<file path="config.mk">
export PLATFORM = sky130hd
export DESIGN_NAME = lvc_ctrl
export DESIGN_NICKNAME = d
export VERILOG_FILES = /design/src/inc/lvc_pkg.sv /design/src/rtl/lvc_ctrl.sv
export SDC_FILE = /design/constraint.sdc
export NUM_CORES = 1
export LEC_CHECK = 0
export ABC_AREA = 1
export BUFFER_PORTS_ARGS = -buffer_cell sky130_fd_sc_hd__buf_2
export CAP_MARGIN = 15
export CORE_MARGIN = 10
export CORE_UTILIZATION = 44
export DETAILED_ROUTE_END_ITERATION = 12
export HOLD_SLACK_MARGIN = 0.05
export PLACE_DENSITY = 0.77
export SYNTH_ARGS = -nofsm -noshare
export SYNTH_HDL_FRONTEND = slang
export SYNTH_SLANG_ARGS = --single-unit
</file>
<file path="constraint.sdc">
create_clock -name i_core_clk -period 1.98 [get_ports i_core_clk]
set_clock_uncertainty 0.2 [all_clocks]
set_input_delay 0.396 -clock i_core_clk [delete_from_list [all_inputs] [get_ports i_core_clk]]
set_output_delay 0.396 -clock i_core_clk [all_outputs]
set_load 0.005 [all_outputs]
</file>
<file path="src/inc/lvc_pkg.sv">
// Package: constants and carriers for the low-voltage detect control block
package lvc_pkg;

  // ----------------------------------------------------------------
  // Register map (byte addresses)
  // ----------------------------------------------------------------
  localparam logic [31:0] LVC_CTRL_OFS = 32'h0000_0000;
  localparam logic [31:0] LVC_STAT_OFS = 32'h0000_0004;

  // ----------------------------------------------------------------
  // Field positions
  // ----------------------------------------------------------------
  localparam int LVC_DET_EN_BIT  = 7;
  localparam int LVC_REF_EN_BIT  = 6;
  localparam int LVC_INT_SEL_BIT = 5;
  localparam int LVC_RSVD_BIT    = 4;
  localparam int LVC_LVL_SEL_BIT = 3;
  localparam int LVC_UVR_EN_BIT  = 2;
  localparam int LVC_FALL_EN_BIT = 1;
  localparam int LVC_RISE_EN_BIT = 0;
  localparam int LVC_FALL_FL_BIT = 1;
  localparam int LVC_RISE_FL_BIT = 0;

  // ----------------------------------------------------------------
  // Reset values, masks and response codes
  // ----------------------------------------------------------------
  localparam logic [7:0] LVC_CTRL_RST  = 8'hF4;
  localparam logic [7:0] LVC_CTRL_KEEP = 8'hEC;
  localparam logic [7:0] LVC_CTRL_ONE  = 8'h10;
  localparam logic [5:0] LVC_STAT_RSVD = 6'h3F;
  localparam logic [1:0] LVC_OKAY      = 2'h0;
  localparam logic [1:0] LVC_SLVERR    = 2'h2;

  // ----------------------------------------------------------------
  // Carriers
  // ----------------------------------------------------------------
  typedef struct packed {
    logic        awvalid;
    logic [31:0] awaddr;
    logic        wvalid;
    logic [31:0] wdata;
    logic [3:0]  wstrb;
    logic        bready;
    logic        arvalid;
    logic [31:0] araddr;
    logic        rready;
  } lvc_axil_req_t;

  typedef struct packed {
    logic        awready;
    logic        wready;
    logic        bvalid;
    logic [1:0]  bresp;
    logic        arready;
    logic        rvalid;
    logic [31:0] rdata;
    logic [1:0]  rresp;
  } lvc_axil_rsp_t;

  // Comparator levels: below_fall, above_rise, below_reset
  typedef struct packed {
    logic below_fall;
    logic above_rise;
    logic below_reset;
  } lvc_sense_t;

  typedef struct packed {
    logic detector_enable;
    logic reference_enable;
    logic internal_compare_select;
    logic reset_level_select;
    logic undervoltage_reset_enable;
    logic fall_irq_enable;
    logic rise_irq_enable;
  } lvc_ctrl_out_t;

endpackage

</file>
<file path="src/rtl/lvc_ctrl.sv">
// Design: low-voltage detect control register, status flags and AXI4-Lite slave
`timescale 1ns/1ps

module lvc_ctrl
  import lvc_pkg::*;
(
  input  wire logic          i_core_clk,
  input  wire logic          i_rst_b,
  input  wire logic          i_clk_en,
  input  wire logic          i_uv_reset,
  input  wire lvc_sense_t    i_sense,
  input  wire lvc_axil_req_t i_axil,
  output lvc_axil_rsp_t      o_axil,
  output lvc_ctrl_out_t      o_ctrl,
  output logic               o_uv_reset_req,
  output logic               o_irq
);

  // ----------------------------------------------------------------
  // State
  // ----------------------------------------------------------------
  typedef struct packed {
    logic [7:0]  ctrl;
    logic        fall_flag;
    logic        rise_flag;
    logic        fall_seen;
    logic        rise_seen;
    logic        armed;
    logic [2:0]  sync1;
    logic [2:0]  sync2;
    logic        prev_below;
    logic        aw_got;
    logic [31:0] aw_addr;
    logic        w_got;
    logic [31:0] w_data;
    logic [3:0]  w_strb;
    logic        bvalid;
    logic [1:0]  bresp;
    logic        wr_ctrl;
    logic        rvalid;
    logic [31:0] rdata;
    logic [1:0]  rresp;
    logic        rd_ctrl;
  } lvc_state_t;

  localparam lvc_state_t LVC_ST_RST = '{
    ctrl:    LVC_CTRL_RST,
    default: '0
  };

  lvc_state_t st_r;
  lvc_state_t st_nxt;

  logic        aw_take;
  logic        w_take;
  logic        ar_take;
  logic        aw_has;
  logic        w_has;
  logic [31:0] aw_a;
  logic [31:0] w_d;
  logic [3:0]  w_s;
  logic        det_en;
  logic        below_fall;
  logic        above_rise;
  logic        below_reset;
  logic        fall_edge;

  // ----------------------------------------------------------------
  // Handshake outputs
  // ----------------------------------------------------------------
  // Readies drop with the clock enable so no beat is lost while frozen
  assign o_axil.awready = i_clk_en & ~st_r.aw_got & ~st_r.bvalid;
  assign o_axil.wready  = i_clk_en & ~st_r.w_got & ~st_r.bvalid;
  assign o_axil.arready = i_clk_en & ~st_r.rvalid;
  assign o_axil.bvalid  = st_r.bvalid;
  assign o_axil.bresp   = st_r.bresp;
  assign o_axil.rvalid  = st_r.rvalid;
  assign o_axil.rdata   = st_r.rdata;
  assign o_axil.rresp   = st_r.rresp;

  assign aw_take = i_axil.awvalid & o_axil.awready;
  assign w_take  = i_axil.wvalid & o_axil.wready;
  assign ar_take = i_axil.arvalid & o_axil.arready;
  assign aw_has  = st_r.aw_got | aw_take;
  assign w_has   = st_r.w_got | w_take;
  assign aw_a    = st_r.aw_got ? st_r.aw_addr : i_axil.awaddr;
  assign w_d     = st_r.w_got ? st_r.w_data : i_axil.wdata;
  assign w_s     = st_r.w_got ? st_r.w_strb : i_axil.wstrb;

  // ----------------------------------------------------------------
  // Control outputs
  // ----------------------------------------------------------------
  assign det_en = st_r.ctrl[LVC_DET_EN_BIT];
  assign o_ctrl.detector_enable           = det_en;
  assign o_ctrl.reference_enable          = st_r.ctrl[LVC_REF_EN_BIT];
  assign o_ctrl.internal_compare_select   = st_r.ctrl[LVC_INT_SEL_BIT];
  assign o_ctrl.reset_level_select        = st_r.ctrl[LVC_LVL_SEL_BIT];
  assign o_ctrl.undervoltage_reset_enable = st_r.ctrl[LVC_UVR_EN_BIT];
  assign o_ctrl.fall_irq_enable           = st_r.ctrl[LVC_FALL_EN_BIT];
  assign o_ctrl.rise_irq_enable           = st_r.ctrl[LVC_RISE_EN_BIT];

  // Comparator levels after the two-flop synchroniser
  assign below_fall  = st_r.sync2[2];
  assign above_rise  = st_r.sync2[1];
  assign below_reset = st_r.sync2[0];
  assign fall_edge   = below_fall & ~st_r.prev_below;

  // Reset request follows the level only while the detector is on
  assign o_uv_reset_req = det_en & st_r.ctrl[LVC_UVR_EN_BIT] & below_reset;

  assign o_irq = det_en &
                 ((st_r.fall_flag & st_r.ctrl[LVC_FALL_EN_BIT]) |
                  (st_r.rise_flag & st_r.ctrl[LVC_RISE_EN_BIT]));

  // ----------------------------------------------------------------
  // Next state
  // ----------------------------------------------------------------
  always_comb begin
    st_nxt = st_r;
    st_nxt.sync1      = i_sense;
    st_nxt.sync2      = st_r.sync1;
    st_nxt.prev_below = below_fall;

    // Write address and data, taken in either order
    if (aw_take) begin
      st_nxt.aw_got  = 1'b1;
      st_nxt.aw_addr = i_axil.awaddr;
    end
    if (w_take) begin
      st_nxt.w_got  = 1'b1;
      st_nxt.w_data = i_axil.wdata;
      st_nxt.w_strb = i_axil.wstrb;
    end
    if (st_r.bvalid && i_axil.bready) begin
      st_nxt.bvalid = 1'b0;
    end
    if (aw_has && w_has) begin
      st_nxt.aw_got  = 1'b0;
      st_nxt.w_got   = 1'b0;
      st_nxt.w_data  = w_d;
      st_nxt.bvalid  = 1'b1;
      st_nxt.wr_ctrl = 1'b0;
      st_nxt.bresp   = LVC_OKAY;
      if (aw_a[31:2] == LVC_CTRL_OFS[31:2]) begin
        st_nxt.wr_ctrl = w_s[0];
        if (w_s[0]) begin
          st_nxt.ctrl = w_d[7:0] | LVC_CTRL_ONE;
        end
      end else if (aw_a[31:2] == LVC_STAT_OFS[31:2]) begin
        // Clear only a flag that software has already seen as 1
        if (w_s[0] && !w_d[LVC_FALL_FL_BIT] && st_r.fall_seen) begin
          st_nxt.fall_flag = 1'b0;
          st_nxt.fall_seen = 1'b0;
        end
        if (w_s[0] && !w_d[LVC_RISE_FL_BIT] && st_r.rise_seen) begin
          st_nxt.rise_flag = 1'b0;
          st_nxt.rise_seen = 1'b0;
        end
      end else begin
        st_nxt.bresp = LVC_SLVERR;
      end
    end

    // Read channel
    if (st_r.rvalid && i_axil.rready) begin
      st_nxt.rvalid = 1'b0;
    end
    if (ar_take) begin
      st_nxt.rvalid  = 1'b1;
      st_nxt.rresp   = LVC_OKAY;
      st_nxt.rd_ctrl = 1'b0;
      st_nxt.rdata   = '0;
      if (i_axil.araddr[31:2] == LVC_CTRL_OFS[31:2]) begin
        st_nxt.rd_ctrl     = 1'b1;
        st_nxt.rdata[7:0]  = st_r.ctrl | LVC_CTRL_ONE;
      end else if (i_axil.araddr[31:2] == LVC_STAT_OFS[31:2]) begin
        st_nxt.rdata[7:0] = {LVC_STAT_RSVD, st_r.fall_flag, st_r.rise_flag};
        // A read racing a clear must not arm the next clear
        st_nxt.fall_seen  = st_nxt.fall_seen | (st_r.fall_flag & st_nxt.fall_flag);
        st_nxt.rise_seen  = st_nxt.rise_seen | (st_r.rise_flag & st_nxt.rise_flag);
      end else begin
        st_nxt.rresp = LVC_SLVERR;
      end
    end

    // Detection events; applied after clears so a set wins
    if (det_en) begin
      if (fall_edge) begin
        st_nxt.fall_flag = 1'b1;
      end
      if (below_reset) begin
        st_nxt.armed = 1'b0;
      end else if (st_r.armed && above_rise) begin
        st_nxt.rise_flag = 1'b1;
        st_nxt.armed     = 1'b0;
      end else if (st_r.ctrl[LVC_RISE_EN_BIT] && below_fall) begin
        st_nxt.armed = 1'b1;
      end
    end else begin
      st_nxt.armed = 1'b0;
    end

    // Undervoltage reset keeps bits 7,6,5,3,2, reloads the rest from the reset value, clears the flags
    if (i_uv_reset) begin
      st_nxt.ctrl      = (st_r.ctrl & LVC_CTRL_KEEP) |
                         (LVC_CTRL_RST & ~LVC_CTRL_KEEP);
      st_nxt.fall_flag = 1'b0;
      st_nxt.rise_flag = 1'b0;
      st_nxt.fall_seen = 1'b0;
      st_nxt.rise_seen = 1'b0;
      st_nxt.armed     = 1'b0;
    end
  end

  // ----------------------------------------------------------------
  // Registers
  // ----------------------------------------------------------------
  // Power-on and watchdog reset arrive on i_rst_b and reset everything
  always_ff @(posedge i_core_clk or negedge i_rst_b) begin
    if (!i_rst_b) begin
      st_r <= LVC_ST_RST;
    end else if (i_clk_en) begin
      st_r <= st_nxt;
    end
  end
endmodule // lvc_ctrl

</file>
## Word level (Yosys, flattened, before mapping)

Cells that the tools add are included.

| cells by class | value |
|---|---|
| add/sub/neg operators | 0 |
| multiply operators | 0 |
| div/mod/pow operators | 0 |
| $lt $le $gt $ge | 0 |
| equal/unequal tests | 3 |
| shift-type cells | 0 |
| muxes and demuxes | 40 |
| bitwise operators | 27 |
| reduce and logical (&&, ||, !) cells | 31 |

Operators with widths:

| cell | count |
|---|---|
| 33-bit two-way mux | 2 |
| 32-bit two-way mux | 2 |
| 30-bit by 1-bit equality test with 1-bit output, second input constant | 2 |
| 30-bit zero test | 2 |
| 37-bit two-way mux | 1 |
| 36-bit two-way mux | 1 |
| 2-bit two-way mux | 10 |
| 2-bit AND reduction | 9 |
| 1-bit two-way mux | 17 |
| 1-bit AND | 16 |
| 8-bit two-way mux | 2 |
| 2-bit nonzero test | 7 |
| 4-bit two-way mux | 3 |
| 1-bit logical AND | 9 |
| 7-bit two-way mux | 1 |
| 6-bit two-way mux | 1 |
| 1-bit NOT | 6 |
| 5-bit by 3-bit inequality test with 1-bit output, second input constant | 1 |
| 1-bit bitwise OR | 5 |
| 5-bit AND reduction | 1 |
| 4-bit AND reduction | 1 |
| 1-bit zero test | 2 |

| storage, ports and cells | value |
|---|---|
| flip-flop bits (word level) | 80 |
| latch bits | 0 |
| bits in writable memories | 0 |
| memory bits (read-only) | 0 |
| bits of input ports | 112 |
| output and inout bits | 50 |
| logic and storage cells | 123 |
| memories | 0 |

## Logic depth before layout (Yosys ltp)

Gate-level depths: netlist (run 1).

| depth | value |
|---|---|
| depth in word-level cells | 14 |
| mapped depth | 13 |
| gate-level depth less buffers | 12 |

## Worst setup path before layout (run 1)

No wires, ideal clock.

| path | value |
|---|---|
| path kind | register to register |
| from | reg st_r[109] in the netlist's numbering |
| to | reg st_r (netlist bit o_ctrl[3]) |
| setup time | 0.127 ns |
| arrival time | 1.572 ns |
| data required time | 1.653 ns |
| setup slack | 0.081 ns |
| cell stages (with the launch flop) | 13 |
| buffers on the path | 2 |
| clock period less this slack | 1.899 ns |
| cells stage by stage | dfrtp_1 buf_2 nor2_1 nand2_1 nor2_1 nor2_1 nor2_2 nand2_1 nor2_2 nand2_2 buf_6 nand2_1 o21ai_2 |

| on the way | value |
|---|---|
| cells in the longest elaborated chain, start to end | 7 |
| elaborated cells between the ends (all ways) | 9 |
| those cells by class | mux: 1; bitwise: 5; reduce/logical: 3 |

Ends and longest elaborated chain:

| element | line | RTL |
|---|---|---|
| start, declared | lvc_ctrl.sv:51 | `lvc_state_t st_r;` |
| start signal, assigned | lvc_ctrl.sv:223 | `st_r <= st_nxt;` |
| 1-bit NOT | lvc_ctrl.sv:72 | `assign o_axil.awready = i_clk_en & ~st_r.aw_got & ~st_r.bvalid;` |
| 1-bit AND (2 in series) | lvc_ctrl.sv:72 |  |
| 1-bit AND | lvc_ctrl.sv:81 | `assign aw_take = i_axil.awvalid & o_axil.awready;` |
| 1-bit bitwise OR | lvc_ctrl.sv:84 | `assign aw_has = st_r.aw_got \| aw_take;` |
| 1-bit logical AND | lvc_ctrl.sv:137 | `if (aw_has && w_has) begin` |
| 5-bit AND reduction (no line) * | - |  |

Mark *: on every way between the ends. The rest lies on a longest branch, timed or not.
A chain may end at the register's enable or synchronous reset.

## Worst setup path in the final report (run 1)

Ends and elaborated chain as after synthesis.

==> results of run 1 <==
flip-flops by register name, summed over array words and instances, names as in the netlist:
signal,cells
st_r,46
o_axil,12
st_nxt,3
below_fall,1
above_rise,1
o_ctrl,7
below_reset,1
routing by layer:
layer  part of all wire (%)  up-vias  global-route usage, %
met5                   0.13        -                      0
met4                    1.5        2                   4.26
met3                     11       19                   7.55
met2                     48      119                   24.1
met1                     39     1587                   14.9
li1                       -     1705                      -
final cells by class:
class                   count  area [um^2]  area share (%)
repair buffers            132          771            15.7
well taps                 108          135            2.76
multi-input cells         341         1790            36.6
clock buffers               9          124            2.53
inverters                  43          169            3.45
clock inverters             7          120            2.45
flip-flops and latches     71         1790            36.4
cells by family (layout without fill, tap and decap cells):
family | Yosys count | after routing | share of synthesized area (%)
other | 1 | 26 | 0.0958
buffers and inverters | 101 | 191 | 14.6
AND/OR/NAND/NOR | 227 | 228 | 24.4
AO/OA/AOI/OAI | 68 | 68 | 9.84
multiplexers | 19 | 19 | 5.47
flip-flops | 71 | 71 | 45.5
tightest hold or removal path: stages:
cell                      delay, ns
sky130_fd_sc_hd__buf_2         0.07
sky130_fd_sc_hd__nand2_1       0.04
sky130_fd_sc_hd__nand2_1       0.06
worst paths after layout:
kind,cells past startpoint,end,start
max in group asynchronous,3,o_ctrl[4]$_DFFE_PN1P_,i_rst_b
max,11,o_ctrl[3]$_DFFE_PN0P_,st_r[109]$_DFFE_PN0P_
min,3,st_nxt[111]$_DFFE_PN0P_,i_sense[0]
max reg2reg,11,o_ctrl[3]$_DFFE_PN0P_,st_r[109]$_DFFE_PN0P_
min reg2reg,2,st_nxt[112]$_DFFE_PN0P_,st_nxt[112]$_DFFE_PN0P_
min in group asynchronous,3,st_r[105]$_DFFE_PN0P_,i_rst_b
through the flow:
| stage | cell area, um^2 | instances | utilization [%] |
|---|---|---|---|
| 3_5_place_dp | 4430 | 687 | 51.0 |
| 3_3_place_gp | 4430 | 687 | 51.0 |
| 5_1_grt | 4900 | 711 | 56.4 |
| 4_1_cts | 4710 | 706 | 54.3 |
| 2_1_floorplan | 4010 | 512 | - |
| 6_report | 4900 | 711 | 56.4 |
timing repair:
item / CTS / global route
cloned: 0 / 1
endpoints found under the setup margin: 6 / 17
pin swaps: 0 / 22
endpoints found under the hold margin: 69 / 0
hold buffers: 3 / 0
gates resized for setup: 2 / 49
setup buffers: 0 / 4
power groups by stage:
| stage | Combinational [uW] | Clock (uW) | Sequential [uW] |
|---|---|---|---|
| after detailed placement | 1530 | 0 | 2130 |
| after floorplan | 1170 | 0 | 2070 |
| after global routing | 1940 | 1520 | 2180 |
| after CTS | 1550 | 1440 | 2110 |
| final | 1700 | 1420 | 2120 |
| after global placement | 1480 | 0 | 2100 |
cells in the final DEF, fill, tap and decap left out, drive strengths merged:
cell type,n
buf,129
nand2,127
dfrtp,67
nor2,62
o21ai,48
inv,43
conb,26
nand3,21
mux2,19
clkbuf,9
a21oi,9
or2,6
o22ai,5
nand3b,4
nand4,4
dfstp,4
nor3,4
a31oi,3
bufinv,3
dlygate4sd3,3
clkinv,3
o21bai,2
a22o,1
clkinvlp,1
==> reports/summary.md, run 1 <==
The final weighted congestion in routability-driven placement was 0.829. For this design the static power due to leakage is 0.00255 uW. The worst path needs 1.95 ns of the cycle, external delays included. Total negative slack for setup checks: 0 ns. TritonCTS built the clock tree. The clock network is responsible for 27.1% of the overall power.

The completed layout was analyzed and its total power is 5240 uW. Hold slack: 0.0501 ns. Summing every instance area after synthesis gives 3920 um^2. The floorplan die height was 114 um; the pre-CTS setup slack was -0.0341 ns. The warning count from the yosys run came out at 0. Setup repair after global routing could not meet its margin everywhere. The final worst slack was 0.0327 ns; the final routed wirelength across all metal layers was 9750 um. Relative to the synthesized area, the layout overhead comes to 25.1%. For the core outline area, the log shows 8680 um^2. In this run the number of H-tree levels came out at 3. The source-to-sink clock delay at the later pin of the worst-skew pair came out at 0.36 ns. After the last flow step, the layout net total stands at 710.

Setup violations remaining at the end of the flow were counted as 0. The worst setup path is of the flop to flop kind. The longest clock path from root to sink contains 2 buffers. The run gives 4 as the length of the first detailed-routing pass in iterations. The power per unit of standard cell area was 1070 nW/um^2. Family with the most delay on the worst path: simple AND/OR/NAND/NOR gates. The max-cap violation count is 0. The flip-flop and latch count after synthesis works out to 71. The floorplan step defined a die boundary enclosing 13100 um^2. Yosys mapped the design onto 32 distinct sky130hd cell types.

Dividing the detail-routed wire length by the instance count gives 13.7 um. The final hold violation count came out at 0. sky130_fd_sc_hd__dfrtp_1 takes more of the synthesized area than any other cell.

In this run the count of I/O pins placed on the die edge is 162. The standard cell with the maximum stage delay on the critical path was sky130_fd_sc_hd__dfrtp_2. The synthesized instance count is 487. The total clock buffers created by CTS came out at 9. The final route contains 3432 vias. The flip-flop cell with the highest count after synthesis was sky130_fd_sc_hd__dfrtp_1.

STA classifies the critical path startpoint as a flop. The run finished with clean final reports. The starting density of the core was 45.1%; the switching part of the total power was 33.5%. The type of the tightest min-delay check is primary input to flop. Walking the worst path, the cells encountered are buf_4, nand2_1, nand2_1, nor2_2, nand3_2, nor2_4, nand2_4, nor2_4, nand2_4, nand2_2, o21ai_2. For the post-detailed-route count of antenna-violating nets, the log shows 0. The placement row count is 34. Total global-route track usage: 14.2%. Global routing finished with a remaining overflow of 0. After legalization and detailed placement, the total HPWL measured 7370 um. By instance count, the leading cell after synthesis is sky130_fd_sc_hd__nand2_1. For this run, the slowest stage of the critical path takes 0.44 ns. For the worst setup path, the data arrival time is 1.99 ns. The average instance in the mapped netlist occupies 8.04 um^2. The global-route wire length before repair is 15300 um, and the number of violations reported at the end of detailed-routing iteration 0 is 113. Sorting the synthesized cells by how often they occur yields sky130_fd_sc_hd__nand2_1, sky130_fd_sc_hd__dfrtp_1, sky130_fd_sc_hd__nor2_1. The root buffer cell chosen for the clock tree is sky130_fd_sc_hd__clkbuf_8. The run gives 0.616 mV as the worst ir drop on vdd. Via count of the first global-routing pass: 3461. Summing the sequential cell areas from Yosys gives 45.5% of the chip area. The antenna diode instance count was 0; the fraction of registers with async set/reset was 100%.

Dividing the final minimum period by the clock period gives 98.4%. After clock tree synthesis, the clock-pin slew on the worst setup and hold paths is 0.08 ns. The capturing element type of the critical path was a flop. In the routed design, unresolved DRC markers number 0. The logs give 514 MHz for the maximum operating frequency and 1760 uW for the switching power. Number of antenna violations at the first check in global routing: 1.

At the worst endpoint, the required time is 2.02 ns. The maximum number of pins on one net before global-route repair is 72, and the total buffers and inverters traversed by the critical path is 1. The internal portion of the total power is 3490 uW. In this run the tool buffered the top-level ports with 103 buffer cells.

The maximum fanout encountered on the critical timing path works out to 6. Ranked by total cell area, the synthesized netlist is headed by sky130_fd_sc_hd__dfrtp_1, sky130_fd_sc_hd__nand2_1, sky130_fd_sc_hd__buf_4, sky130_fd_sc_hd__nor2_1, sky130_fd_sc_hd__mux2_2. The proportion of power drawn by combinational gates was 32.4%; the area fraction of the dominant cell type after synthesis was 42.8%. The count of pins over their slew limit is 0. From left edge to right edge, the die measures 114 um. The run gives 40.5% as the share of power burned in registers. Of the cells placed in the final design, the portion with a size suffix greater than 1 is 37.0%. For the TritonCTS sink count, the log shows 71. The number of synthesized flops with an enable pin works out to 0. For flop-to-flop paths, the worst setup slack is 0.03 ns. The number of filler instances in the final layout was 804; the via density per instance was 4.83.
(Power assumes the default switching activity.)
==> run 2: changes to the inputs <==
- BUFFER_PORTS_ARGS: -buffer_cell sky130_fd_sc_hd__buf_2 -> default
- CORE_UTILIZATION: 44 -> 51
- DONT_BUFFER_PORTS: default -> 1
- PLACE_DENSITY: 0.77 -> 0.69
==> reports/summary.md, run 2 (synthesis gave the netlist of run 1 again) <==
The maximum fanout encountered on the critical timing path came out at 8 (+2). The final worst slack is 0.0353 ns (+0.00265 ns). In this run the worst hold path is classified as primary input to async pin.

The register with the most flip-flops is st_r. The run gives 24.2% (-2.9 points) as the clock share of power. The run gives 0 (unchanged) as the remaining global-route overflow. The critical path is of the flop to flop type. The logs give 635 (-11%) for the number of nets in the final layout and 16.2% (+2.0 points) for the total global-route track usage. Maximum number of pins on one net before global-route repair: 72 (unchanged).

The post-CTS clock slew at the launch and capture registers of the worst setup and hold paths is 0.08 ns (about the same), and the starting density of the core is 53.1% (+8.0 points). The flip-flop count of the largest register, all copies and words added came out at 46 (unchanged). The standard cell with the maximum stage delay on the critical path was sky130_fd_sc_hd__dfrtp_2. The switching part of the total power is 33.7% (+0.16 points), and the fraction of layout instances using a drive strength above 1 is 18.2% (-19 points).

The tools report the via count of the routed design as 3122 (-9.0%). The width of the chip works out to 108 um (-5.9%). STA classifies the critical path endpoint as a flop. The count of pins on the block boundary is 162 (unchanged), and the count of pins over their slew limit is 0 (unchanged). The checks that failed: hold timing. The run gives 44.4% (+3.9 points) as the share of power burned in registers.

The length of the first detailed-routing pass in iterations was 4 (unchanged); the switching power was 1620 uW (-8.0%). Setup repair after global routing could not meet its margin everywhere. The core outline area is 7370 um^2 (-15%). In the layout the commonest cells are sky130_fd_sc_hd__nand2_1, sky130_fd_sc_hd__dfrtp_1, sky130_fd_sc_hd__nor2_1. The total clock buffers created by CTS is 9 (unchanged), and the power per unit of standard cell area is 1060 nW/um^2 (-1.3%).

The hold slack is -0.461 ns (-0.512 ns), and the delay of the slowest critical-path stage is 0.47 ns (+0.03 ns). The share of the clock period used by the worst path after layout works out to 98.2% (-0.13 points). The proportion of power drawn by combinational gates is 31.4% (-1.0 points), and the met1 usage is 18.0% (+3.0 points).

The endpoint identified for the worst register-to-register timing path is st_r[118]$_DFFE_PN0P_. By instance count, the cell type seen most on the critical path is sky130_fd_sc_hd__nand2_1. The met2 global-route usage is 27.5% (+3.4 points).

The final weighted congestion in routability-driven placement came out at 0.780 (-5.9%). The number of buffers inserted for hold repair after clock tree synthesis is 40 (+37), and the final routed DRC violation total is 0 (unchanged). For the worst ir drop on vdd, the log shows 0.813 mV (+32%). The most common cell after layout, fill and taps aside was sky130_fd_sc_hd__nand2_1. Count of non-filler cells in the finished layout: 627 (-12%). The register-to-register setup slack was 0.04 ns (about the same); the via density per instance was 4.98 (+3.2%). H-tree level count: 3 (unchanged). The root buffer cell chosen for the clock tree is sky130_fd_sc_hd__clkbuf_8. The clock period minus final worst setup slack was 1.94 ns (-0.00265 ns).

Met3 track demand over resource: 7.31% (-0.24 points). Antenna diode instance count: 0 (unchanged). The leakage power figure is 0.00217 uW (-15%), and the number of cells on the worst reg-to-reg path is 13 (+2). The worst setup path is launched from a flop. The critical path goes through buf_6, nor2_2, nand3_1, nand2_1, nand2_1, nor2_2, nand2_2, buf_4, nand2_4, o21bai_1, nand2_1, nand2_1, nand2_1.

The number of antenna violations at the first check in global routing is 0 (-1). The full die area is 11600 um^2 (-11%). The total setup violations reported at the end of the flow was 0 (unchanged).

The tools report the total design power as 4800 uW (-8.4%). After global routing, the most crowded layer is met2. The HPWL after detailed placement came out at 6860 um (-6.9%).

Area added between synthesis and finish: 16.0%. TritonCTS built the clock tree. The logs give 2.07 ns (+0.05 ns) for the data required time of the worst path and 71 (+71) for the final hold violation count.

The pre-CTS setup slack is -0.0808 ns (-0.0467 ns), and the source-to-sink clock delay at the later pin of the worst-skew pair is 0.35 ns (about the same). The maximum buffer depth of the clock tree is 2 (unchanged), and the wire length per cell after detailed routing is 15.0 um (+9.3%). Number of port buffers: 0 (-100%).

The logs give 2.03 ns (+0.04 ns) for the data arrival time of the critical path and 571 (-17%) for the number of instances in the placed design. The via count of the first global-routing pass was 3149 (-9.0%); the final design instance area without fill was 4540 um^2 (-7.3%). Number of violations reported at the end of detailed-routing iteration 0: 160 (+42%). The TritonCTS sink count came out at 71 (unchanged).

The flow ran to the end, but the final reports show violations. For the global-route wire length before repair, the log shows 15200 um (-0.77%). The tools report the cell area reported after detailed placement as 3860 um^2 (-13%).

The floorplan die height is 108 um (-5.9%). The tools report the maximum operating frequency as 514 MHz (+0.14%). Post-detailed-route count of antenna-violating nets: 0 (unchanged). The final routed wirelength across all metal layers was 9400 um (-3.6%).

The total negative slack for setup checks came out at 0 ns (unchanged). The count of buffers added by post-CTS timing repair for setup was 0 (unchanged). Max-cap violation count: 0 (unchanged). Placement row count: 31 (-8.8%). The internal cell power came out at 3180 uW (-8.7%). The worst register-to-register path begins at st_r[109]$_DFFE_PN0P_.
==> run 2: power by group through the flow <==
| stage | registers (uW) | logic, uW | clock network (uW) |
|---|---|---|---|
| after floorplan | 2070 | 1170 | 0 |
| after global placement | 2110 | 1320 | 0 |
| after detailed placement | 2140 | 1370 | 0 |
| after CTS | 2120 | 1450 | 1200 |
| after global routing | 2180 | 1710 | 1260 |
| final | 2130 | 1510 | 1160 |
==> run 2: worst max-delay path by stage <==
stage               slack [ns]                  start  cells after the start                     to
global placement         -0.02  st_r[109]$_DFFE_PN0P_                     10  st_r[118]$_DFFE_PN0P_
floorplan                 0.08  st_r[109]$_DFFE_PN0P_                     12  o_ctrl[3]$_DFFE_PN0P_
global route             -0.11  st_r[109]$_DFFE_PN0P_                     12  st_r[118]$_DFFE_PN0P_
CTS                      0.008  st_r[109]$_DFFE_PN0P_                     11  st_r[121]$_DFFE_PN0P_
detailed placement       -0.08  st_r[109]$_DFFE_PN0P_                     10  st_r[121]$_DFFE_PN0P_
finish                    0.04  st_r[109]$_DFFE_PN0P_                     13  st_r[118]$_DFFE_PN0P_
==> run 2: layer usage <==
| metal | up-vias | routed length, um |
|---|---|---|
| li1 | 1553 | - |
| met3 | 9 | 932 |
| met2 | 107 | 4610 |
| met5 | - | 0 |
| met4 | 0 | 102 |
| met1 | 1453 | 3750 |
==> run 2: per-stage QoR <==
stage | hold WS (ns) | util (%)
6_report | -0.461 | 61.6
5_1_grt | -0.493 | 61.6
4_1_cts | -0.481 | 60.6
3_5_place_dp | -0.0979 | 52.3
3_3_place_gp | -0.0976 | 52.3
2_1_floorplan | -0.0996 | -
==> run 2: what timing repair did <==
| item | in CTS | in global routing |
|---|---|---|
| pin swaps | 0 | 6 |
| endpoints found under the hold margin | 113 | 71 |
| gates resized for setup | 5 | 23 |
| setup endpoints to repair | 6 | 17 |
==> run 2: cell type report <==
class	count	area (um^2)
flip-flops and latches	71	1780
clock inverters	5	56.3
clock buffers	11	141
inverters	43	166
well taps	99	124
fillers	642	2830
repair buffers	58	543
multi-input cells	340	1730
==> run 2: worst max-delay path, delay by kind of cell (launching register included) <==
kind	cells	cell delay (ns)
AND/OR/NAND/NOR	10	0.82
AO/OA/AOI/OAI	1	0.08
buffers and inverters	2	0.31
flip-flops	1	0.47
==> run 3: changes to the inputs <==
- ABC_AREA: 1 -> default
- PLACE_DENSITY: 0.69 -> 0.66
- clock period: 1.98 -> 2.25 ns (I/O delays scaled with it)
==> reports/summary.md, run 3 <==
The run finished, with violations left. The checks that failed: hold timing. The source-to-sink clock delay at the later pin of the worst-skew pair came out at 0.34 ns (about the same). The synthesized instance count was 322 (-34%); the core outline area was 6830 um^2 (-7.3%). Traced cell by cell, the critical path runs through nor4_2, nand4_1, mux2i_1, buf_4, nand4_4, nor3_4, buf_12, mux2_4. The number of port buffers was 0 (unchanged). The final hold violation count is 71 (unchanged). The type of the tightest min-delay check was primary input to async pin.

The fraction of layout instances using a drive strength above 1 came out at 26.9% (+8.7 points). The slowest stage of the critical path is the sky130_fd_sc_hd__dfrtp_1 cell. The flip-flop cell with the highest count after synthesis was sky130_fd_sc_hd__dfrtp_1.

For the hold slack, the log shows -0.397 ns (+0.0649 ns). The run gives 552 (-14%) as the number of filler instances in the final layout. The number of antenna violations at the first check in global routing came out at 0 (unchanged). The area fraction of the dominant cell type after synthesis was 46.5% (+3.7 points).

The most frequent cell after synthesis is sky130_fd_sc_hd__dfrtp_1. The share of the clock period used by the worst path after layout works out to 98.3% (about the same). Total setup violations reported at the end of the flow: 0 (unchanged).

After synthesis, the cell types taking the most area are sky130_fd_sc_hd__dfrtp_1, sky130_fd_sc_hd__mux2_2, sky130_fd_sc_hd__buf_4, sky130_fd_sc_hd__nor4_1, sky130_fd_sc_hd__dfstp_2. Maximum fanout encountered on the critical timing path: 5 (-3). Total clock buffers created by CTS: 9 (unchanged).

The share of synthesized cell area in full adder, half adder and majority cells is 0% (unchanged), and the maximum operating frequency is 452 MHz (-12%). TritonCTS built the clock tree. The number of synthesized flops with an enable pin came out at 0 (unchanged). The number of nets in the final layout was 468 (-26%); the count of pins on the block boundary was 162 (unchanged). The tools report the count of pins over their slew limit as 0 (unchanged). The tools report the via count of the first global-routing pass as 2561 (-19%).

The root buffer cell is sky130_fd_sc_hd__clkbuf_8. Type of the worst setup path: flop to flop. The maximum number of pins on one net before global-route repair was 72 (unchanged). For the number of violations reported at the end of detailed-routing iteration 0, the log shows 101 (-37%). The family with the most delay on the worst path is simple AND/OR/NAND/NOR gates. The post-synthesis average cell area is 11.2 um^2 (+39%), and the share of power burned in registers is 46.6% (+2.2 points). The final routed DRC violation total is 0 (unchanged). The HPWL after detailed placement is 6460 um (-5.8%), and the total global-route track usage is 16.5% (+0.32 points). The final worst slack came out at 0.0384 ns (+0.00307 ns). The run gives 4260 um^2 (-6.1%) as the final design instance area without fill. The switching part of the total power is 28.2% (-5.5 points), and the register-to-register setup slack is 0.04 ns (about the same). The H-tree level count was 3 (unchanged); the number of unique standard cell types used by synthesis was 38 (+19%). The run gives 10800 um^2 (-6.5%) as the full die area. The remaining global-route overflow was 0 (unchanged); the area added between synthesis and finish was 18.3%. Setup repair after global routing could not meet its margin everywhere. The leakage power figure is 0.00183 uW (-15%), and the area share of and/or/nand/nor cells after synthesis is 13.4% (-11 points).

The library cell used most frequently in the layout, excluding fill and tap cells, is sky130_fd_sc_hd__dfrtp_1. The run gives 8950 um (-4.8%) as the final routed wirelength across all metal layers. The warning count from the yosys run came out at 0 (unchanged). The cell type contributing the most total cell area after synthesis was sky130_fd_sc_hd__dfrtp_1. The xor-xnor portion of the synthesized cell area is 0% (unchanged), and the worst ir drop on vdd is 0.414 mV (-49%). The worst setup path is captured at a flop. The antenna diode instance count is 0 (unchanged), and the fraction of registers with async set/reset is 100% (unchanged).

The maximum buffer depth of the clock tree is 2 (unchanged), and the placement row count is 30 (-3.2%). The power per unit of standard cell area was 996 nW/um^2 (-5.8%). Via density per instance: 5.35 (+7.4%).

The logs give 3540 um^2 (-8.1%) for the cell area reported after detailed placement and 3610 um^2 (-7.9%) for the cell area after technology mapping. The logs give 2444 (-22%) for the via count of the routed design and 71 (unchanged) for the TritonCTS sink count. The synthesized-area fraction occupied by ao, oa, aoi and oai cells works out to 6.07% (-3.8 points). The mux share of post-synthesis cell area is 19.4% (+14 points). The tools report the total design power as 4250 uW (-12%).

For the starting density of the core, the log shows 52.8% (-0.34 points). Final weighted congestion in routability-driven placement: 0.715 (-8.4%). The width of the chip came out at 104 um (-3.3%).

The critical path startpoint category was a flop. The logs give 1200 uW (-26%) for the switching power and 2.27 ns (+0.20 ns) for the data required time of the worst path. More flip-flops sit in one register than any other, and that register is st_r. In the layout the commonest cells are sky130_fd_sc_hd__dfrtp_1, sky130_fd_sc_hd__mux2_2, sky130_fd_sc_hd__dlygate4sd3_1.

After synthesis, the most frequently instantiated cells are sky130_fd_sc_hd__dfrtp_1, sky130_fd_sc_hd__mux2_2, sky130_fd_sc_hd__buf_4. Post-CTS clock slew at the launch and capture registers of the worst setup and hold paths: 0.08 ns (about the same). Post-detailed-route count of antenna-violating nets: 0 (unchanged). The floorplan die height is 104 um (-3.3%), and the data arrival time of the critical path is 2.24 ns (+0.21 ns). The run gives 62.4% (+0.79 points) as the share of the core filled with cells in the final layout. The internal cell power came out at 3050 uW (-4.2%). Total buffers and inverters traversed by the critical path: 2 (unchanged).

The main combinational cell family by area after synthesis was multiplexers. The sequential fraction of the synthesis area was 49.4% (+3.9 points); the wire length per cell after detailed routing was 19.6 um (+31%). The run gives 29.0% (+4.8 points) as the clock share of power. The flip-flop and latch count after synthesis works out to 71 (unchanged). The delay of the slowest critical-path stage is 0.41 ns (-0.06 ns).

The clock period minus final worst setup slack is 2.21 ns (+0.267 ns), and the proportion of power drawn by combinational gates is 24.4% (-7.0 points). The global-route wire length before repair is 14400 um (-5.0%). The pre-CTS setup slack is -0.141 ns (-0.0602 ns). The flip-flop count of the largest register, all copies and words added is 46 (unchanged), and the max-cap violation count is 0 (unchanged). The run gives 4 (unchanged) as the length of the first detailed-routing pass in iterations.
-- run 3: cell count changes in the layout (fill, tap and decap cells not counted), moves of 15 or more --
cell                      change
sky130_fd_sc_hd__inv_1       -30
sky130_fd_sc_hd__nand2_1     -92
sky130_fd_sc_hd__nor4_1      +15
sky130_fd_sc_hd__o21ai_0     -28
sky130_fd_sc_hd__mux2_2      +32
sky130_fd_sc_hd__nand3_1     -17
sky130_fd_sc_hd__nor2_1      -36
-- run 3: cell type report --
class	instances	area, um^2	share of cell area [%]
Inverter	8	30.0	0.704
Clock buffer	9	124	2.90
Multi-Input combinational cell	211	1550	36.3
Clock inverter	7	120	2.82
Sequential cell	71	1780	41.8
Tap cell	96	120	2.82
Timing Repair Buffer	55	541	12.7
-- run 3: cell families (layout without fill, tap and decap cells) --
group / count (synthesis) / after routing
compound gates: 32 / 32
buf+inv: 65 / 79
flops: 71 / 71
mux: 63 / 63
other cells: 1 / 26
simple gates: 90 / 90
-- run 3: timing repair --
action,CTS,global route
setup buffers,0,1
pin swaps,0,4
endpoints found under the setup margin,1,5
hold buffers,39,2
cloned,0,0
resized for setup,1,8
hold endpoints to repair,112,73
-- run 3: final timing paths --
kind | depth (start not counted) | start | end
setup reg to reg | 8 | st_r[90]$_DFFE_PN0P_ | o_ctrl[3]$_DFFE_PN0P_
min in group i_core_clk | 1 | i_axil[44] | st_r[49]$_DFFE_PN0P_
hold / removal | 0 | i_rst_b | st_r[79]$_DFFE_PN0P_
hold reg to reg | 1 | st_r[117]$_DFFE_PN0P_ | st_r[117]$_DFFE_PN0P_
setup / recovery | 8 | st_r[90]$_DFFE_PN0P_ | o_ctrl[3]$_DFFE_PN0P_
max in group asynchronous | 0 | i_rst_b | o_ctrl[5]$_DFFE_PN1P_
-- run 3: power by group through the flow --
stage	Sequential (uW)	Clock (uW)	Combinational, uW
final	1980	1230	1040
after global routing	2030	1320	1140
after CTS	1940	1260	1010
after detailed placement	1960	0	953
after global placement	1940	0	927
after floorplan	1870	0	865
-- run 3: layer usage --
layer | routed length [um] | GRT usage, %
met5 | 0 | 0
met1 | 3640 | 18.9
met2 | 4350 | 27.4
met4 | 84 | 5.07
met3 | 878 | 7.00
-- run 3: stage by stage --
stage,cells,TNS [ns]
6_report,457,0
5_1_grt,457,-0.145
4_1_cts,454,0
3_5_place_dp,399,-0.676
3_3_place_gp,399,-0.718
2_1_floorplan,347,-0.160
